==> src/design/nrd_cfg.svh <==
`ifndef NRD_CFG_SVH
`define NRD_CFG_SVH

// register indices; byte address is four times the index
`define NRD_IDX_IO_CFG1     6'h00
`define NRD_IDX_IO_CFG2     6'h01
`define NRD_IDX_OP_CTRL     6'h02
`define NRD_IDX_MODE_DEF    6'h03
`define NRD_IDX_BITRATE_DEF 6'h04
`define NRD_IDX_TYPE_A      6'h05
`define NRD_IDX_AUX_DEF     6'h09
`define NRD_IDX_RX_CONF3    6'h0C
`define NRD_IDX_NRT_CTRL    6'h10
`define NRD_IDX_IRQ_STAT    6'h1A
`define NRD_IDX_COLLISION   6'h1B
`define NRD_IDX_BR_DISPLAY  6'h1C
`define NRD_IDX_COMMAND     6'h3F

// reset values
`define NRD_RST_REG8        8'h00

// operation control fields
`define NRD_OP_EN           7
`define NRD_OP_RX_EN        6
`define NRD_OP_SINGLE_RX    5
`define NRD_OP_TX_EN        3

// mode definition fields
`define NRD_MODE_TARGET     7
`define NRD_MODE_OM_HI      6
`define NRD_MODE_OM_LO      3
`define NRD_MODE_AUTO_RESP  0
`define NRD_OM_NFC_INIT     4'h1
`define NRD_OM_NFC_TARGET   4'h1
`define NRD_OM_BR_DETECT    4'h2

// auxiliary definition fields
`define NRD_AUX_TX_MOD_TYPE 5
`define NRD_AUX_FIELD_DET   4
`define NRD_AUX_SLOT_HI     1
`define NRD_AUX_SLOT_LO     0

// other fields
`define NRD_TYPE_A_START_LEN 5
`define NRD_RXC3_LIMIT       1
`define NRD_RXC3_GAIN_RED    0
`define NRD_NRT_KEEP         0
`define NRD_IRQ_CAT          1
`define NRD_IRQ_CAC          0

// command codes
`define NRD_CMD_SET_DEFAULT  8'hC1
`define NRD_CMD_CLEAR        8'hC2
`define NRD_CMD_TX_CRC       8'hC4
`define NRD_CMD_TX_NOCRC     8'hC5
`define NRD_CMD_TX_REQA      8'hC6
`define NRD_CMD_TX_WUPA      8'hC7
`define NRD_CMD_INIT_FIELD   8'hC8
`define NRD_CMD_RESP_FIELD   8'hC9
`define NRD_CMD_RESP_FIELD0  8'hCA
`define NRD_CMD_GO_NORMAL    8'hCB
`define NRD_CMD_ANALOG_PRE   8'hCC

// timing, carrier in kHz, clock in kHz
`define NRD_CLK_KHZ          100000
`define NRD_FC_KHZ           13560
`define NRD_IDT_FC           4096
`define NRD_RWF_FC           512
`define NRD_ADT_FC           768
`define NRD_ARFG_FC          1024
`define NRD_IRFG_MS          5
`define NRD_FC_CYC(p) (((p) * `NRD_CLK_KHZ + `NRD_FC_KHZ - 1) / `NRD_FC_KHZ)
`define NRD_MS_CYC(m) ((m) * `NRD_CLK_KHZ + 1)

`endif

==> src/design/nrd_pkg.sv <==
package nrd_pkg;
	typedef enum logic [1:0] {
		NRD_CA_IDLE  = 2'b00,
		NRD_CA_DELAY = 2'b01,
		NRD_CA_SLOTS = 2'b11,
		NRD_CA_GUARD = 2'b10
	} nrd_ca_state_t;

	typedef enum logic [1:0] {
		NRD_TX_CRC   = 2'b00,
		NRD_TX_NOCRC = 2'b01,
		NRD_TX_REQA  = 2'b10,
		NRD_TX_WUPA  = 2'b11
	} nrd_tx_kind_t;
endpackage

==> src/design/nrd_cmd_exec.sv <==
`timescale 1ns/1ps
`include "nrd_cfg.svh"

// Summary of operation
// [RULE1] restore defaults resets all registers but both io configs and op control
// [RULE2] restore defaults also discards calibration and adjustment results
// [RULE3] restore defaults always accepted; fifo kept when master enable is low
// [RULE4] restore defaults is never chained and raises no completion flag
// [RULE5] clear aborts tx and rx, empties fifo, stops timers but wake-up
// [RULE6] with no-response keep bit set, clear leaves that timer running
// [RULE7] with auto response avoidance set, clear keeps the avoidance sequence
// [RULE8] clear also resets collision and interrupt registers
// [RULE9] clear needs enable and stable oscillator; chainable, no completion flag
// [RULE10] host issues clear, byte count, then payload before data transmit
// [RULE11] every transmit command needs the transmitter enable bit
// [RULE12] host zeroes last-byte bit count before REQA or WUPA
// [RULE13] field-on senses rf; if quiet enables tx, flags done after guard
// [RULE14] external field flags collision, tx stays off; host repeats command
// [RULE15] initial field-on waits 4096 carrier periods, n slots, guard over 5 ms
// [RULE16] response field-on uses slot bits for n; its variant forces n to 0
// [RULE17] response avoidance delay 768 and guard 1024 carrier periods
// [RULE18] field-on needs enable plus stable oscillator frequency and amplitude
// [RULE19] go-to-normal leaves detection mode, copies bit rate, sets mod type
// [RULE20] analog preset loads rx and tx bits from mode and bit rate
// [RULE21] active mode preset sets single rx channel and clears tx enable
// [RULE22] target or initiator preset clears tx enable
// [RULE23] active mode preset sets start and length byte insertion
// [RULE24] a command whose conditions fail is ignored entirely
module nrd_cmd_exec #(
	parameter logic [19:0] P_IDT_CYC  = 20'(`NRD_FC_CYC(`NRD_IDT_FC)),
	parameter logic [19:0] P_ADT_CYC  = 20'(`NRD_FC_CYC(`NRD_ADT_FC)),
	parameter logic [19:0] P_ARFG_CYC = 20'(`NRD_FC_CYC(`NRD_ARFG_FC)),
	parameter logic [19:0] P_IRFG_CYC = 20'(`NRD_MS_CYC(`NRD_IRFG_MS))
) (
	// clock and reset
	input  wire logic        pclk,
	input  wire logic        presetn,
	// apb slave
	input  wire logic        psel,
	input  wire logic        penable,
	input  wire logic        pwrite,
	input  wire logic [7:0]  paddr,
	input  wire logic [31:0] pwdata,
	output logic      [31:0] prdata,
	output logic             pready,
	output logic             pslverr,
	// analog status pins
	input  wire logic        osc_freq_ok,
	input  wire logic        osc_ampl_ok,
	input  wire logic        ext_field,
	// from framing logic
	input  wire logic        coll_evt,
	input  wire logic [7:0]  coll_pos,
	input  wire logic [7:0]  br_detected,
	// configuration outputs
	output logic      [7:0]  op_ctrl,
	output logic      [7:0]  mode_def,
	output logic      [7:0]  bitrate_def,
	output logic      [7:0]  type_a_cfg,
	output logic      [7:0]  aux_def,
	output logic      [7:0]  rx_conf3,
	// action pulses
	output logic             trx_abort,
	output logic             fifo_clear,
	output logic             timers_stop,
	output logic             nrt_stop,
	output logic             calib_discard,
	output logic             tx_start,
	output logic      [1:0]  tx_kind,
	// event flags
	output logic      [1:0]  irq_flags
);
	localparam logic [19:0] RWF_CYC = 20'(`NRD_FC_CYC(`NRD_RWF_FC));

	logic [2:0] sync1_q;
	logic [2:0] sync2_q;
	logic       field_prev_q;
	logic [7:0] io_cfg1_q;
	logic [7:0] io_cfg2_q;
	logic [7:0] op_ctrl_q;
	logic [7:0] mode_q;
	logic [7:0] bitrate_q;
	logic [7:0] type_a_q;
	logic [7:0] aux_q;
	logic [7:0] rxc3_q;
	logic [7:0] nrt_ctrl_q;
	logic [1:0] irq_q;
	logic [7:0] coll_q;
	logic [31:0] prdata_q;
	logic       trx_abort_q;
	logic       fifo_clear_q;
	logic       timers_stop_q;
	logic       nrt_stop_q;
	logic       calib_discard_q;
	logic       tx_start_q;
	logic [1:0] tx_kind_q;
	nrd_pkg::nrd_ca_state_t ca_q;
	logic [19:0] cnt_q;
	logic [1:0]  slots_q;
	logic        ca_init_q;
	logic [7:0]  lfsr_q;

	logic        freq_ok;
	logic        ampl_ok;
	logic        field;
	logic        wr_acc;
	logic [5:0]  idx;
	logic        mapped;
	logic        cmd_wr;
	logic [7:0]  cmd;
	logic        en;
	logic        do_setdef;
	logic        do_clear;
	logic        do_tx;
	logic        do_fon_init;
	logic        do_fon_resp;
	logic        do_fon_resp0;
	logic        do_go_normal;
	logic        do_preset;
	logic        auto_start;
	logic        ca_start;
	logic        ca_abort;
	logic        ca_tick0;
	logic        ca_tx_on;
	logic        ca_cat;
	logic        ca_cac;
	logic [1:0]  slot_max;
	logic [1:0]  slot_rand;
	logic [3:0]  om;
	logic        active_comm;
	logic        tx_am;

	// pin inputs, two flops before use
	always_ff @(posedge pclk or negedge presetn) begin
		if (!presetn) begin
			sync1_q <= 3'h0;
			sync2_q <= 3'h0;
		end else begin
			sync1_q <= {ext_field, osc_ampl_ok, osc_freq_ok};
			sync2_q <= sync1_q;
		end
	end

	assign freq_ok = sync2_q[0];
	assign ampl_ok = sync2_q[1];
	assign field   = sync2_q[2];

	always_ff @(posedge pclk or negedge presetn) begin
		if (!presetn)
			field_prev_q <= 1'b0;
		else
			field_prev_q <= field;
	end

	// apb decode; zero wait state
	assign idx    = paddr[7:2];
	assign wr_acc = psel && penable && pwrite;
	assign cmd_wr = wr_acc && (idx == `NRD_IDX_COMMAND);
	assign cmd    = pwdata[7:0];
	assign en     = op_ctrl_q[`NRD_OP_EN];

	always_comb begin
		unique case (idx)
		`NRD_IDX_IO_CFG1, `NRD_IDX_IO_CFG2, `NRD_IDX_OP_CTRL,
		`NRD_IDX_MODE_DEF, `NRD_IDX_BITRATE_DEF, `NRD_IDX_TYPE_A,
		`NRD_IDX_AUX_DEF, `NRD_IDX_RX_CONF3, `NRD_IDX_NRT_CTRL,
		`NRD_IDX_IRQ_STAT, `NRD_IDX_COLLISION, `NRD_IDX_BR_DISPLAY,
		`NRD_IDX_COMMAND:
			mapped = 1'b1;
		default:
			mapped = 1'b0;
		endcase
	end

	assign pready  = 1'b1;
	assign pslverr = psel && penable && !mapped;
	assign prdata  = prdata_q;

	// read data caught in the setup cycle
	always_ff @(posedge pclk or negedge presetn) begin
		if (!presetn) begin
			prdata_q <= 32'h0000_0000;
		end else if (psel && !penable && !pwrite) begin
			unique case (idx)
			`NRD_IDX_IO_CFG1:     prdata_q <= {24'h00_0000, io_cfg1_q};
			`NRD_IDX_IO_CFG2:     prdata_q <= {24'h00_0000, io_cfg2_q};
			`NRD_IDX_OP_CTRL:     prdata_q <= {24'h00_0000, op_ctrl_q};
			`NRD_IDX_MODE_DEF:    prdata_q <= {24'h00_0000, mode_q};
			`NRD_IDX_BITRATE_DEF: prdata_q <= {24'h00_0000, bitrate_q};
			`NRD_IDX_TYPE_A:      prdata_q <= {24'h00_0000, type_a_q};
			`NRD_IDX_AUX_DEF:     prdata_q <= {24'h00_0000, aux_q};
			`NRD_IDX_RX_CONF3:    prdata_q <= {24'h00_0000, rxc3_q};
			`NRD_IDX_NRT_CTRL:    prdata_q <= {24'h00_0000, nrt_ctrl_q};
			`NRD_IDX_IRQ_STAT:    prdata_q <= {24'h00_0000, 6'h00, irq_q};
			`NRD_IDX_COLLISION:   prdata_q <= {24'h00_0000, coll_q};
			`NRD_IDX_BR_DISPLAY:  prdata_q <= {24'h00_0000, br_detected};
			default:              prdata_q <= 32'h0000_0000;
			endcase
		end
	end

	// command acceptance; refused commands simply drop
	assign do_setdef    = cmd_wr && cmd == `NRD_CMD_SET_DEFAULT; // [RULE3]
	assign do_clear     = cmd_wr && cmd == `NRD_CMD_CLEAR
	                      && en && freq_ok; // [RULE9] [RULE24]
	assign do_tx        = cmd_wr && op_ctrl_q[`NRD_OP_TX_EN]
	                      && (cmd == `NRD_CMD_TX_CRC
	                      || cmd == `NRD_CMD_TX_NOCRC
	                      || cmd == `NRD_CMD_TX_REQA
	                      || cmd == `NRD_CMD_TX_WUPA); // [RULE11] [RULE24]
	assign do_fon_init  = cmd_wr && cmd == `NRD_CMD_INIT_FIELD
	                      && en && freq_ok && ampl_ok; // [RULE18]
	assign do_fon_resp  = cmd_wr && cmd == `NRD_CMD_RESP_FIELD
	                      && en && freq_ok && ampl_ok; // [RULE18]
	assign do_fon_resp0 = cmd_wr && cmd == `NRD_CMD_RESP_FIELD0
	                      && en && freq_ok && ampl_ok; // [RULE18]

	assign om = mode_q[`NRD_MODE_OM_HI:`NRD_MODE_OM_LO];
	assign do_go_normal = cmd_wr && cmd == `NRD_CMD_GO_NORMAL
	                      && mode_q[`NRD_MODE_TARGET]
	                      && om == `NRD_OM_BR_DETECT;
	assign do_preset    = cmd_wr && cmd == `NRD_CMD_ANALOG_PRE;

	assign active_comm = mode_q[`NRD_MODE_TARGET]
	                     ? (om == `NRD_OM_NFC_TARGET)
	                     : (om == `NRD_OM_NFC_INIT);
	assign tx_am = bitrate_q[7:4] != 4'h0;

	// peer field dropping restarts response avoidance on its own
	assign auto_start = mode_q[`NRD_MODE_AUTO_RESP] && en
	                    && field_prev_q && !field
	                    && ca_q == nrd_pkg::NRD_CA_IDLE;
	assign ca_start = do_fon_init || do_fon_resp || do_fon_resp0
	                  || auto_start;
	assign ca_abort = do_setdef
	                  || (do_clear && !mode_q[`NRD_MODE_AUTO_RESP]); // [RULE7]

	assign slot_max  = {aux_q[`NRD_AUX_SLOT_HI], aux_q[`NRD_AUX_SLOT_LO]};
	assign slot_rand = (lfsr_q[1:0] > slot_max) ? slot_max : lfsr_q[1:0];

	always_ff @(posedge pclk or negedge presetn) begin
		if (!presetn)
			lfsr_q <= 8'h01;
		else
			lfsr_q <= {lfsr_q[6:0], lfsr_q[7] ^ lfsr_q[5]
			           ^ lfsr_q[4] ^ lfsr_q[3]};
	end

	// collision avoidance sequencer
	assign ca_tick0 = cnt_q == 20'h0_0000;
	assign ca_cac   = (ca_q == nrd_pkg::NRD_CA_DELAY
	                  || ca_q == nrd_pkg::NRD_CA_SLOTS) && field; // [RULE14]
	assign ca_tx_on = !field && ca_tick0
	                  && ((ca_q == nrd_pkg::NRD_CA_DELAY && slots_q == 2'h0)
	                  || (ca_q == nrd_pkg::NRD_CA_SLOTS
	                  && slots_q == 2'h1)); // [RULE13]
	assign ca_cat   = ca_q == nrd_pkg::NRD_CA_GUARD && ca_tick0; // [RULE13]

	always_ff @(posedge pclk or negedge presetn) begin
		if (!presetn) begin
			ca_q      <= nrd_pkg::NRD_CA_IDLE;
			cnt_q     <= 20'h0_0000;
			slots_q   <= 2'h0;
			ca_init_q <= 1'b0;
		end else if (ca_abort) begin
			ca_q <= nrd_pkg::NRD_CA_IDLE;
		end else if (ca_start) begin
			ca_q      <= nrd_pkg::NRD_CA_DELAY;
			ca_init_q <= do_fon_init;
			cnt_q     <= (do_fon_init ? P_IDT_CYC : P_ADT_CYC)
			             - 20'h0_0001; // [RULE15] [RULE17]
			slots_q   <= do_fon_resp0 ? 2'h0 : slot_rand; // [RULE16]
		end else begin
			unique case (ca_q)
			nrd_pkg::NRD_CA_IDLE: begin
				cnt_q <= 20'h0_0000;
			end
			nrd_pkg::NRD_CA_DELAY, nrd_pkg::NRD_CA_SLOTS: begin
				if (field) begin
					ca_q <= nrd_pkg::NRD_CA_IDLE; // [RULE14]
				end else if (!ca_tick0) begin
					cnt_q <= cnt_q - 20'h0_0001;
				end else if (ca_tx_on) begin
					ca_q  <= nrd_pkg::NRD_CA_GUARD;
					cnt_q <= (ca_init_q ? P_IRFG_CYC : P_ARFG_CYC)
					         - 20'h0_0001; // [RULE15] [RULE17]
				end else begin
					ca_q  <= nrd_pkg::NRD_CA_SLOTS;
					cnt_q <= RWF_CYC - 20'h0_0001;
					if (ca_q == nrd_pkg::NRD_CA_SLOTS)
						slots_q <= slots_q - 2'h1;
				end
			end
			nrd_pkg::NRD_CA_GUARD: begin
				if (ca_tick0)
					ca_q <= nrd_pkg::NRD_CA_IDLE;
				else
					cnt_q <= cnt_q - 20'h0_0001;
			end
			endcase
		end
	end

	// registers the power-up reset alone may touch
	always_ff @(posedge pclk or negedge presetn) begin
		if (!presetn) begin
			io_cfg1_q <= `NRD_RST_REG8;
			io_cfg2_q <= `NRD_RST_REG8;
			op_ctrl_q <= `NRD_RST_REG8;
		end else begin
			if (wr_acc && idx == `NRD_IDX_IO_CFG1)
				io_cfg1_q <= pwdata[7:0];
			if (wr_acc && idx == `NRD_IDX_IO_CFG2)
				io_cfg2_q <= pwdata[7:0];
			if (wr_acc && idx == `NRD_IDX_OP_CTRL)
				op_ctrl_q <= pwdata[7:0];
			if (ca_tx_on)
				op_ctrl_q[`NRD_OP_TX_EN] <= 1'b1; // [RULE13]
			if (do_preset && active_comm) begin
				op_ctrl_q[`NRD_OP_SINGLE_RX] <= 1'b1; // [RULE21]
				op_ctrl_q[`NRD_OP_TX_EN]     <= 1'b0; // [RULE21]
			end else if (do_preset && (mode_q[`NRD_MODE_TARGET]
			             || om == `NRD_OM_NFC_INIT)) begin
				op_ctrl_q[`NRD_OP_TX_EN] <= 1'b0; // [RULE22]
			end
		end
	end

	// registers cleared by restore defaults
	always_ff @(posedge pclk or negedge presetn) begin
		if (!presetn) begin
			mode_q     <= `NRD_RST_REG8;
			bitrate_q  <= `NRD_RST_REG8;
			type_a_q   <= `NRD_RST_REG8;
			aux_q      <= `NRD_RST_REG8;
			rxc3_q     <= `NRD_RST_REG8;
			nrt_ctrl_q <= `NRD_RST_REG8;
		end else if (do_setdef) begin
			mode_q     <= `NRD_RST_REG8; // [RULE1]
			bitrate_q  <= `NRD_RST_REG8; // [RULE1]
			type_a_q   <= `NRD_RST_REG8; // [RULE1]
			aux_q      <= `NRD_RST_REG8; // [RULE1]
			rxc3_q     <= `NRD_RST_REG8; // [RULE1]
			nrt_ctrl_q <= `NRD_RST_REG8; // [RULE1]
		end else begin
			if (wr_acc && idx == `NRD_IDX_MODE_DEF)
				mode_q <= pwdata[7:0];
			if (wr_acc && idx == `NRD_IDX_BITRATE_DEF)
				bitrate_q <= pwdata[7:0];
			if (wr_acc && idx == `NRD_IDX_TYPE_A)
				type_a_q <= pwdata[7:0];
			if (wr_acc && idx == `NRD_IDX_AUX_DEF)
				aux_q <= pwdata[7:0];
			if (wr_acc && idx == `NRD_IDX_RX_CONF3)
				rxc3_q <= pwdata[7:0];
			if (wr_acc && idx == `NRD_IDX_NRT_CTRL)
				nrt_ctrl_q <= pwdata[7:0];
			if (do_go_normal) begin
				mode_q[`NRD_MODE_OM_HI:`NRD_MODE_OM_LO] <=
				    `NRD_OM_NFC_TARGET; // [RULE19]
				bitrate_q <= br_detected; // [RULE19]
				aux_q[`NRD_AUX_TX_MOD_TYPE] <=
				    br_detected[7:4] != 4'h0; // [RULE19]
			end
			if (do_preset) begin
				// [RULE20]
				type_a_q[`NRD_TYPE_A_START_LEN] <= active_comm; // [RULE23]
				aux_q[`NRD_AUX_FIELD_DET]       <= active_comm;
				aux_q[`NRD_AUX_TX_MOD_TYPE]     <= tx_am;
				rxc3_q[`NRD_RXC3_LIMIT]         <= active_comm;
				rxc3_q[`NRD_RXC3_GAIN_RED]      <= active_comm;
			end
		end
	end

	// event flags: a set in the clearing cycle survives
	always_ff @(posedge pclk or negedge presetn) begin
		if (!presetn) begin
			irq_q <= 2'h0;
		end else begin
			if (do_clear || do_setdef)
				irq_q <= 2'h0; // [RULE8] [RULE4]
			if (ca_cat)
				irq_q[`NRD_IRQ_CAT] <= 1'b1; // [RULE13]
			if (ca_cac)
				irq_q[`NRD_IRQ_CAC] <= 1'b1; // [RULE14]
		end
	end

	always_ff @(posedge pclk or negedge presetn) begin
		if (!presetn) begin
			coll_q <= `NRD_RST_REG8;
		end else begin
			if (do_clear || do_setdef)
				coll_q <= `NRD_RST_REG8; // [RULE8]
			if (coll_evt)
				coll_q <= coll_pos;
		end
	end

	// action pulses; none of them marks completion
	always_ff @(posedge pclk or negedge presetn) begin
		if (!presetn) begin
			trx_abort_q     <= 1'b0;
			fifo_clear_q    <= 1'b0;
			timers_stop_q   <= 1'b0;
			nrt_stop_q      <= 1'b0;
			calib_discard_q <= 1'b0;
			tx_start_q      <= 1'b0;
			tx_kind_q       <= 2'h0;
		end else begin
			trx_abort_q     <= do_clear || do_setdef; // [RULE5]
			fifo_clear_q    <= do_clear || (do_setdef && en); // [RULE3] [RULE5]
			timers_stop_q   <= do_clear || do_setdef; // [RULE5]
			nrt_stop_q      <= do_setdef || (do_clear
			                   && !nrt_ctrl_q[`NRD_NRT_KEEP]); // [RULE6]
			calib_discard_q <= do_setdef; // [RULE2]
			tx_start_q      <= do_tx;
			if (do_tx)
				tx_kind_q <= cmd[1:0] ^ 2'h0;
		end
	end

	assign op_ctrl       = op_ctrl_q;
	assign mode_def      = mode_q;
	assign bitrate_def   = bitrate_q;
	assign type_a_cfg    = type_a_q;
	assign aux_def       = aux_q;
	assign rx_conf3      = rxc3_q;
	assign trx_abort     = trx_abort_q;
	assign fifo_clear    = fifo_clear_q;
	assign timers_stop   = timers_stop_q;
	assign nrt_stop      = nrt_stop_q;
	assign calib_discard = calib_discard_q;
	assign tx_start      = tx_start_q;
	assign tx_kind       = tx_kind_q;
	assign irq_flags     = irq_q;
endmodule

==> config.mk <==
export PLATFORM = sky130hd
export DESIGN_NAME = nrd_cmd_exec
export DESIGN_NICKNAME = d
export VERILOG_FILES = /design/src/design/nrd_pkg.sv /design/src/design/nrd_cmd_exec.sv
export VERILOG_INCLUDE_DIRS = /design/src /design/src/design
export SDC_FILE = /design/constraint.sdc
export NUM_CORES = 1
export LEC_CHECK = 0
export BUFFER_PORTS_ARGS = -buffer_cell sky130_fd_sc_hd__clkbuf_2
export CORE_MARGIN = 4
export CORE_UTILIZATION = 55
export DETAILED_ROUTE_END_ITERATION = 10
export HOLD_SLACK_MARGIN = 0.15
export PLACE_DENSITY = 0.8
export SLEW_MARGIN = 30
export SYNTH_ARGS = -nofsm -noshare
export SYNTH_HDL_FRONTEND = slang
export SYNTH_SLANG_ARGS = --single-unit
==> constraint.sdc <==
create_clock -name pclk -period 2.7 [get_ports pclk]
set_input_delay 0.405 -clock pclk [delete_from_list [all_inputs] [get_ports pclk]]
set_output_delay 0.405 -clock pclk [all_outputs]
set_load 0.02 [all_outputs]
# After elaboration in Yosys (flattened, before gate mapping)
# Memory sizes are Yosys's and may differ from the RTL's.
# Index checks and enable logic that the tools add are counted.
[totals]
output_inout_bits = 92
inputBits = 65
register_bits = 161
word_cells = 233
latch_bits = 0
ram_bits = 0
mem_count = 1
mem_bits_ro = 64
[op_classes]
reduce_logical = 102
order_cmp = 1
muxes = 52
div_mod_pow = 0
n_eq_ne = 35
n_mul = 0
n_shift = 0
add_sub_neg = 4
bitwise = 4
[mem_list]
columns = ["name", "depth", "word_bits", "read_ports", "rd_ports_with_merged_regs", "write_ports", "line", "text"]
rows = [
  ["(name not given)", 64, 1, 1, 0, 0, "nrd_cmd_exec.sv:163", "unique case (idx)"],
]
[ops]
columns = ["op", "n"]
rows = [
  ["8-bit two-way mux", 15],
  ["20-bit two-way mux", 5],
  ["8-bit one-hot mux with 12 select lines", 1],
  ["8-bit equality test, second input constant", 11],
  ["20-bit one-hot mux with 3 select lines", 1],
  ["1-bit logical AND", 52],
  ["2-bit two-way mux", 16],
  ["6-bit by 5-bit equality test with 1-bit output, second input constant", 4],
  ["2-bit nonzero test", 12],
  ["20-bit logical NOT", 1],
  ["4-bit nonzero test", 5],
  ["19-bit by 1-bit subtractor with 20-bit output, second input constant", 1],
  ["20-bit by 1-bit subtractor with 20-bit output, second input constant", 1],
  ["19-bit two-way mux", 1],
  ["15-bit by 1-bit subtractor with 16-bit output, second input constant", 1],
  ["15-bit two-way mux", 1],
  ["3-bit nonzero test", 5],
  ["1-bit logical OR", 13],
  ["6-bit by 2-bit equality test with 1-bit output, second input constant", 2],
  ["6-bit by 3-bit equality test with 1-bit output, second input constant", 2],
  ["6-bit by 4-bit equality test with 1-bit output, second input constant", 2],
  ["1-bit two-way mux", 9],
  ["6-bit by 1-bit equality test with 1-bit output, second input constant", 1],
  ["6-bit equality test, second input constant", 1],
  ["other kinds (23)", 35],
]

# Logic depth before layout (Yosys ltp)
# Gate-level depths: netlist of run 1.
[depth]
depth_word = 12
ltp_mapped = 9
mapped_depth_nobuf = 8

# Worst setup path before layout of run 1
# Ideal clock, no wire load.
[synth_path]
kind = "register to register"
startpoint = "register cnt_q[0]"
endpoint = "register cnt_q[12]"
path_stages_with_launch = 9
required_time_ns = 2.579
slack_ns = 0.394
period_less_slack_ns = 2.306
setup_time_ns = 0.121
n_path_buf = 0
t_arrival_ns = 2.185
path_cell_list = "dfrtp_1 -> inv_1 -> ha_1 -> or4b_2 -> nor4_4 -> nand2_1 -> xor2_1 -> o221ai_1 -> a22o_1"
[synth_between]
elab_chain_cells = 8
elab_cells_between_ends = 12
cone_classes = "add/sub (1); eq/ne (1); mux (6); reduce/logical (4)"
[synth_lines]
columns = ["item", "line", "text"]
rows = [
  ["start, declared", "nrd_cmd_exec.sv:98", "logic [19:0] cnt_q;"],
  ["start signal, assigned", "nrd_cmd_exec.sv:270", "cnt_q <= (do_fon_init ? P_IDT_CYC : P_ADT_CYC)"],
  ["start signal, assigned", "nrd_cmd_exec.sv:282", "cnt_q <= cnt_q - 20'h0_0001;"],
  ["start signal, assigned", "nrd_cmd_exec.sv:285", "cnt_q <= (ca_init_q ? P_IRFG_CYC : P_ARFG_CYC)"],
  ["parallel branches: the longest is 8 deep, another holds 20-bit by 1-bit subtractor with 20-bit output", "n/a", ""],
]
# Several ways; the timed one is not identified. The select of a mux whose other input is x is not followed.
# A chain may end at the register's enable or synchronous reset.

# Worst setup path in the final report of run 1
# Same ends and word-level chain as after synthesis.

==> out/results.tsv, run 1 <==
metric	value	unit
p_leak	4.333	nW
p_per_area	593.1	nW/um^2
period_needed	2535	ps
grt_overflow_total	0	
tightestPinTransition	856.7	ps
cts.path.max_buffers	2	
finalHoldViolCount	0	
hold_class	in -> reg	
utilization	67.75	%
syn-cell-area	7368	sq um
arrival	2850	ps
finalSetupTns	0	ps
via_per_inst	6.247	
core_region_area	13190	sq um
syn_avg_cell_area	9.864	sq um
rsz0062_at_grt	false	
drv_cap	0	
fin_ws	165.4	ps
grt_pass1_wl	33910	um
clock_sinks	137	
timing.fmax	394.5	MHz
cts_buffers	17	
die_area	15310	sq um
antenna_cells	0	
clockRootBuffer	clkbuf_16	
power	5.300	mW
die_y	123.7	um
drv_slew	0	
grt_start_max_net_pins	63	
cts_max_level	4	
cpPeakStageDelay	660	ps
final_common_cell	dfrtp_1	
hold_path_depth	3	
wl_per_cell	20.45	um
synth_warnings	0	
peakVddDrop	0.0004564	V
synth_async_sr_flop_share	100.0	%
final_area	8936	sq um
nets	958	
synth_edf_count	0	
ff2ff_setup_slack	170	ps
die_w	123.7	um
ys_seq_elements	137	
worstSetupPathType	reg -> reg	
startpoint_type	register	
final_cells	1075	
firstDrtPassIters	7	
netlist-cell-type-count	76	
place_congestion	0.9238	
cts_tree	built	
cts.clk_slew.worst_paths	60	ps
final_cell_mix	dfrtp_1 (136), clkbuf_2 (104), nand2_1 (88)	
placed_area	8267	sq um
place_inst	1039	
drive_gt1_share	28.03	%
slowest_stage	or4b_2	
rows	42	
clock_latency	430	ps
crit_path_end_kind	register	
crit_chain	inv_1 > ha_1 > or4b_2 > nor4_4 > nand2_1 > xor2_1 > o221ai_1 > a22o_1	
finClkSkew	16.41	ps
start_util	55.86	%
status	complete, no violations	
slew_headroom	42.89	%
required	3010	ps
final-setup-viol-count	0	
synth_flop_cell	dfrtp_1	
routed_wl	21990	um
grt_usage	29.28	%
worstRegToRegCells	8	
hpwl	15910	um
drc_errors	0	
finalCritPeriodShare	93.87	%
hold_ws	194.2	ps
seq_area_frac_synth	46.54	%
drt_iter0_drc	864	
synthesis.instances	747	
vias	6715	
first_global_vias	6269	
area_delta_synth_final	21.28	%
antenna_found_initial	0	
io_buffer_count	105	
crit_fanout	6	
ant_nets	0	
place_ws	181.3	ps
ios	157	
-- worst max-delay path: cells and delay by family, from the launching register on --
kind            cells  cell delay, ps
simple gates        3            1030
fa+ha+maj           1             280
flops               1             390
xor+xnor            1             170
buf+inv             1             160
compound gates      2             380
-- per-layer routing --
layer / global-route usage [%] / part of all wire, % / vias up
met1: 39.64 / 39 / 3218
met3: 8.038 / 12 / 56
met2: 45.45 / 46 / 454
li1: - / - / 2987
met5: 0 / 0 / -
met4: 10.52 / 2.8 / 0
-- cell families after synthesis --
logic type                 count (synthesis)  synth area share (%)
AOI/OAI and AO/OA                        173                 15.72
adders and majority gates                  7                 1.189
xor gates and xnor gates                  12                 1.426
DFF                                      137                 46.54
muxes                                     54                 8.881
other                                      2                0.1019
buffers and inverters                     85                 5.960
and+or+nand+nor                          277                 20.17
-- synthesized netlist by cell type, types with 10 or more instances --
master | instances | area share (%)
dfrtp_1 | 136 | 46
nand2_1 | 88 | 4.5
nor2_1 | 53 | 2.7
a21oi_1 | 40 | 2.7
o21ai_0 | 40 | 2.7
mux2_2 | 31 | 4.7
nand3_1 | 28 | 1.9
buf_4 | 27 | 2.8
clkbuf_1 | 24 | 1.2
nor3_1 | 19 | 1.3
mux2i_1 | 17 | 2.3
buf_2 | 15 | 1.0
inv_1 | 15 | 0.76
nand4_1 | 15 | 1.3
a22oi_1 | 14 | 1.4
a222oi_1 | 11 | 1.5
a31oi_1 | 10 | 0.85
-- flip-flops by register name (all words and copies together), names as in the netlist, 2 cells and up --
| register | cells |
|---|---|
| cnt_q | 20 |
| ca_q | 2 |
| sync1_q | 3 |
| tx_kind | 2 |
| aux_def | 8 |
| sync2_q | 3 |
| nrt_ctrl_q | 8 |
| op_ctrl | 8 |
| slots_q | 2 |
| irq_flags | 2 |
| coll_q | 8 |
| rx_conf3 | 8 |
| bitrate_def | 8 |
| lfsr_q | 8 |
| prdata | 8 |
| mode_def | 8 |
| type_a_cfg | 8 |
| io_cfg2_q | 8 |
| io_cfg1_q | 8 |
-- final timing paths --
kind,start,end
hold reg to reg,sync1_q[0],sync2_q[0]
hold / removal,coll_pos[5],coll_q[5]
setup / recovery,cnt_q[0],cnt_q[12]
min in group asynchronous,presetn,bitrate_def[7]
setup reg to reg,cnt_q[0],cnt_q[12]
max in group asynchronous,presetn,bitrate_def[1]
-- layout make-up --
class | instances | area [sq um]
fillers | 1024 | 4254
multi-input cells | 548 | 3597
flip-flops and latches | 137 | 3430
repair buffers | 166 | 999.7
clock buffers | 20 | 456.7
well taps | 176 | 220.2
clock inverters | 12 | 172.7
inverters | 16 | 60.06
-- power breakdown --
part	total, mW	internal (mW)	leakage (nW)	switching, mW
Clock	2.48	1.59	0.306	0.890
Combinational	0.585	0.209	2.21	0.377
Sequential	2.24	2.15	1.81	0.0875
Total	5.30	3.95	4.33	1.35
-- timing repair --
item                      4_1_cts  5_1_grt
hold endpoints to repair       60        0
buffers inserted                0        0
hold buffers                    4        0
gates resized for setup         0        0
No activity file was read; power rests on OpenSTA's default activity.
==> run 2: changes to the inputs <==
CORE_MARGIN = 2   (was 4)
==> run 2 against run 1 <==
Compared with the run above: worst setup slack gained 35 ps; highest routed layer unchanged; fmax increased by 1.4%; global-route usage grew 1.8 points; critical endpoint unchanged; power is 0.10% higher; first-iteration DRC count grew 4.7%; largest power group unchanged.
==> out/results.tsv, run 2 (synthesis gave the netlist of run 1 again) <==
metric	value	unit	change
status	complete, no violations		unchanged
pwr-share-comb	10.9	%	was 11.0%
swShare	25.40	%	was 25.55%
hold_path_depth	3		unchanged
peakVddDrop	0.0004333	V	was 0.0004564 V
antenna_found_initial	0		unchanged
cts_buffers	17		unchanged
finalCritPeriodShare	92.57	%	was 93.87%
hold_class	in -> reg		unchanged
wl_per_cell	20.10	um	was 20.45 um
area_delta_synth_final	21.02	%	was 21.28%
clockRootBuffer	clkbuf_16		unchanged
rsz0062_at_grt	false		unchanged
die_w	119.7	um	was 123.7 um
rows	42		unchanged
drv_slew	0		unchanged
grt_start_max_net_pins	68		was 63
fillers	1022		was 1024
largest_reg_flops	20		unchanged
clock_sinks	137		unchanged
antenna_cells	0		unchanged
worstHoldStart	coll_pos[2]		was coll_pos[5]
multiInputGateArea	3597	sq um	unchanged
finClkSkew	11.81	ps	was 16.41 ps
crit_fanout	6		unchanged
via_per_inst	6.289		was 6.247
slowest_stage	or4b_2		unchanged
cts_tree	built		unchanged
drive_gt1_share	27.66	%	was 28.03%
die_area	14340	sq um	was 15310 sq um
place_ws	181.5	ps	was 181.3 ps
hpwl	15410	um	was 15910 um
die_y	119.7	um	was 123.7 um
timing.fmax	400.1	MHz	was 394.5 MHz
finalHoldViolCount	0		unchanged
worstRegToRegCells	8		unchanged
regArea	3430	sq um	unchanged
drc_errors	0		unchanged
top_register	cnt_q		unchanged
final_cell_mix	dfrtp_1 (136), clkbuf_2 (104), nand2_1 (88)		unchanged
clock_power_share	46.9	%	was 46.8%
nets	952		was 958
tightestPinTransition	872.6	ps	was 856.7 ps
ant_nets	0		unchanged
cts.path.max_buffers	2		unchanged
grt_usage	31.05	%	was 29.28%
arrival	2800	ps	was 2850 ps
clock_latency	420	ps	was 430 ps
final-setup-viol-count	0		unchanged
r2r_end	cnt_q[12]		unchanged
place_congestion	0.9476		was 0.9238
routed_wl	21490	um	was 21990 um
post_cts_resized	0		unchanged
firstDrtPassIters	7		unchanged
cts.clk_slew.worst_paths	60	ps	about the same
grt_pass1_wl	34310	um	was 33910 um
r2r_start	cnt_q[0]		unchanged
p_leak	4.313	nW	was 4.333 nW
worstSetupPathType	reg -> reg		unchanged
hold_ws	199.9	ps	was 194.2 ps
core_region_area	13140	sq um	was 13190 sq um
vias	6723		was 6715
p_int	3.958	mW	was 3.946 mW
final_common_cell	dfrtp_1		unchanged
startpoint_type	register		unchanged
grt_overflow_total	0		unchanged
period_needed	2499	ps	was 2535 ps
sequentialPowerShare	42.1	%	was 42.2%
post_cts_buffers	0		unchanged
crit_path_end_kind	register		unchanged
start_util	56.09	%	was 55.86%
finalSetupTns	0	ps	unchanged
ff2ff_setup_slack	200	ps	was 170 ps
cpPeakStageDelay	670	ps	was 660 ps
ios	157		unchanged
p_per_area	594.9	nW/um^2	was 593.1 nW/um^2
power.net_switching	1.347	mW	was 1.354 mW
slew_headroom	41.82	%	was 42.89%
fin_ws	200.7	ps	was 165.4 ps
cts_max_level	4		unchanged
min_to	coll_q[2]		was coll_q[5]
drt_iter0_drc	905		was 864
ctsHoldBuffers	4		unchanged
crit_chain	inv_1 > ha_1 > or4b_2 > nor4_4 > nand2_1 > xor2_1 > o221ai_1 > a22o_1		unchanged
io_buffer_count	105		unchanged
drv_cap	0		unchanged
first_global_vias	6380		was 6269
required	3000	ps	was 3010 ps
==> run 2: changes by cell type in the layout (fill, tap and decap cells not counted), sizes merged <==
| cell | previous run | this run |
|---|---|---|
| buf | 58 | 52 |
| clkinv | 7 | 3 |
| clkbuf | 124 | 127 |
| bufinv | 4 | 3 |
| clkinvlp | 2 | 3 |
| inv | 15 | 16 |
==> run 2: power by group through the flow <==
| stage | Clock (mW) | Sequential (mW) | Combinational [mW] |
|---|---|---|---|
| 6_report | 2.49 | 2.23 | 0.580 |
| 5_1_grt | 2.60 | 2.24 | 0.630 |
| 3_3_place_gp | 0 | 2.26 | 0.554 |
| 2_1_floorplan | 0 | 2.31 | 0.301 |
| 4_1_cts | 2.51 | 2.23 | 0.577 |
| 3_5_place_dp | 0 | 2.27 | 0.566 |
==> run 2: stage by stage <==
step	power (mW)	utilization [%]	instances	area [sq um]
floorplan	2.613	-	770	7455
global placement	2.817	62.68	1033	8234
detailed placement	2.834	62.68	1033	8234
CTS	5.316	67.88	1069	8917
global route	5.472	67.88	1069	8917
finish	5.305	67.88	1069	8917
==> run 2: worst max-delay path by stage <==
stage / from / endpoint / slack, ps / cells after the start
after detailed placement: pwdata[4] / cnt_q[15] / 180 / 7
after global placement: pwdata[4] / cnt_q[15] / 190 / 7
after floorplan: cnt_q[0] / cnt_q[12] / 390 / 8
after CTS: cnt_q[0] / cnt_q[12] / 220 / 8
after global routing: cnt_q[10] / cnt_q[9] / 50 / 6
final: cnt_q[0] / cnt_q[12] / 200 / 8
==> run 2: area by class of cell <==
type / instances / area share, %
multi-input cells: 548 / 40.34
flip-flops and latches: 137 / 38.46
repair buffers: 160 / 10.85
clock buffers: 23 / 5.697
well taps: 176 / 2.469
clock inverters: 9 / 1.515
inverters: 16 / 0.6735
==> run 2: critical path, delay by kind of cell, from the launching register on <==
family          cells  cell delay, ps
buf+inv             1             150
compound gates      2             380
flops               1             380
fa+ha+maj           1             300
simple gates        3            1020
xor+xnor            1             160
==> run 2: per-layer routing <==
layer | vias up | track usage (%) | share of wire, %
li1 | 2963 | - | -
met1 | 3202 | 42.52 | 39
met2 | 484 | 47.43 | 46
met3 | 74 | 7.224 | 11
met4 | 0 | 13.75 | 3.9
met5 | - | 0 | 0
==> run 3: changes to the inputs <==
clock period = 2.9 ns   (was 2.7 ns; I/O delays follow)
==> run 3 against run 2 <==
Compared with the run above: sequential cell count unchanged; sequential share of layout area up 0.60 points; combinational power down 8.8%; design area down 1.5%; critical path type unchanged; sequential power down 7%; wire length up 0.37%; count of clock-buffer cells in the layout down 1; clock skew down 4.5 ps; non-clock buffer count down 13; hold slack better by 27 ps; register-to-register slack better by 110 ps; worst setup slack better by 110 ps.
==> out/results.tsv, run 3 (synthesis gave the netlist of run 1 again) <==
metric	value	unit	change
status	complete, no violations		unchanged
vias	6564		was 6723
drv_slew	0		unchanged
placed_area	8124	sq um	was 8234 sq um
grt_pass1_wl	34180	um	was 34310 um
cts.path.max_buffers	2		unchanged
slew_headroom	42.25	%	was 41.82%
finClkSkew	7.319	ps	was 11.81 ps
start_util	56.09	%	unchanged
startpoint_type	register		unchanged
drc_errors	0		unchanged
core_region_area	13140	sq um	unchanged
peakVddDrop	0.0005479	V	was 0.0004333 V
via_per_inst	6.216		was 6.289
period_needed	2593	ps	was 2499 ps
ios	157		unchanged
hold_path_depth	3		unchanged
utilization	66.84	%	was 67.88%
rows	42		unchanged
place_ws	273.9	ps	was 181.5 ps
antenna_found_initial	0		unchanged
clock_latency	420	ps	about the same
p_per_area	552.7	nW/um^2	was 594.9 nW/um^2
wl_per_cell	20.42	um	was 20.10 um
tightestPinTransition	866.2	ps	was 872.6 ps
hpwl	15550	um	was 15410 um
io_buffer_count	105		unchanged
first_global_vias	6358		was 6380
place_congestion	0.9844		was 0.9476
top_register	cnt_q		unchanged
required	3210	ps	was 3000 ps
die_area	14340	sq um	unchanged
r2r_start	cnt_q[0]		unchanged
finalSetupTns	0	ps	unchanged
grt_start_max_net_pins	73		was 68
drive_gt1_share	26.36	%	was 27.66%
area_delta_synth_final	19.17	%	was 21.02%
grt_overflow_total	0		unchanged
routed_wl	21570	um	was 21490 um
worstRegToRegCells	8		unchanged
ant_nets	0		unchanged
cts_buffers	17		unchanged
largest_reg_flops	20		unchanged
finalCritPeriodShare	89.43	%	was 92.57%
cts.clk_slew.worst_paths	60	ps	about the same
rsz0062_at_grt	false		unchanged
die_w	119.7	um	unchanged
drv_cap	0		unchanged
worstSetupPathType	reg -> reg		unchanged
r2r_end	cnt_q[12]		unchanged
final_area	8781	sq um	was 8917 sq um
cts_tree	built		unchanged
final_cell_mix	dfrtp_1 (136), clkbuf_2 (104), nand2_1 (88)		unchanged
final_common_cell	dfrtp_1		unchanged
timing.fmax	385.6	MHz	was 400.1 MHz
arrival	2900	ps	was 2800 ps
cts_max_level	4		unchanged
p_leak	4.226	nW	was 4.313 nW
finalHoldViolCount	0		unchanged
grt_usage	31.18	%	was 31.05%
fillers	1050		was 1022
crit_end	cnt_q[12]		unchanged
cp-startpoint	cnt_q[0]		unchanged
hold_class	in -> reg		unchanged
crit_path_end_kind	register		unchanged
fin_ws	306.7	ps	was 200.7 ps
power	4.854	mW	was 5.305 mW
antenna_cells	0		unchanged
clockRootBuffer	clkbuf_16		unchanged
nets	939		was 952
final-setup-viol-count	0		unchanged
clock_sinks	137		unchanged
firstDrtPassIters	7		unchanged
die_y	119.7	um	unchanged
crit_fanout	6		unchanged
drt_iter0_drc	696		was 905
ff2ff_setup_slack	310	ps	was 200 ps
==> run 3: critical path: stages, from the launching register on <==
cell	delay (ps)
dfrtp_1	390
inv_1	160
ha_1	270
or4b_2	670
nor4_4	300
nand2_1	140
xor2_1	160
o221ai_1	130
a22o_1	250
==> run 3: metrics by stage <==
stage,hold slack [ps],std cells
floorplan,139.4,770
global placement,333.2,1020
detailed placement,334.7,1020
CTS,224.8,1056
global route,225.9,1056
finish,226.5,1056
==> run 3: how the worst min path moves through the flow <==
stage	endpoint	slack, ps	start
5_1_grt	coll_q[4]	230	coll_pos[4]
4_1_cts	coll_q[0]	220	coll_pos[0]
2_1_floorplan	aux_def[0]	140	presetn
3_3_place_gp	sync2_q[0]	330	sync1_q[0]
3_5_place_dp	sync2_q[0]	330	sync1_q[0]
6_report	coll_q[5]	230	coll_pos[5]
==> run 3: area by class of cell <==
cell class                 count  area (sq um)  area share, %
tap                          176         220.2          2.508
clock inverter                10         142.6          1.624
inverter                      16         60.06         0.6840
sequential                   137          3430          39.06
timing repair buffer         147         857.1          9.761
clock buffer                  22         474.2          5.400
multi-input combinational    548          3597          40.97
==> run 3: what timing repair did <==
action | 4_1_cts | 5_1_grt
hold buffers | 4 | 0
buffers inserted | 0 | 0
endpoints found under the hold margin | 72 | 0
resized for setup | 0 | 0
==> run 3: power by group <==
group	total, mW	switching (mW)	internal [mW]
clock network	2.24	0.823	1.42
logic	0.529	0.344	0.185
registers	2.08	0.0814	2.00
==> run 3: layer usage <==
metal	track usage, %	vias up	routed length (um)
met5	0	-	0
met3	7.319	47	2089
met1	43.39	3185	8840
li1	-	2934	-
met4	12.35	0	557
met2	47.54	398	10080
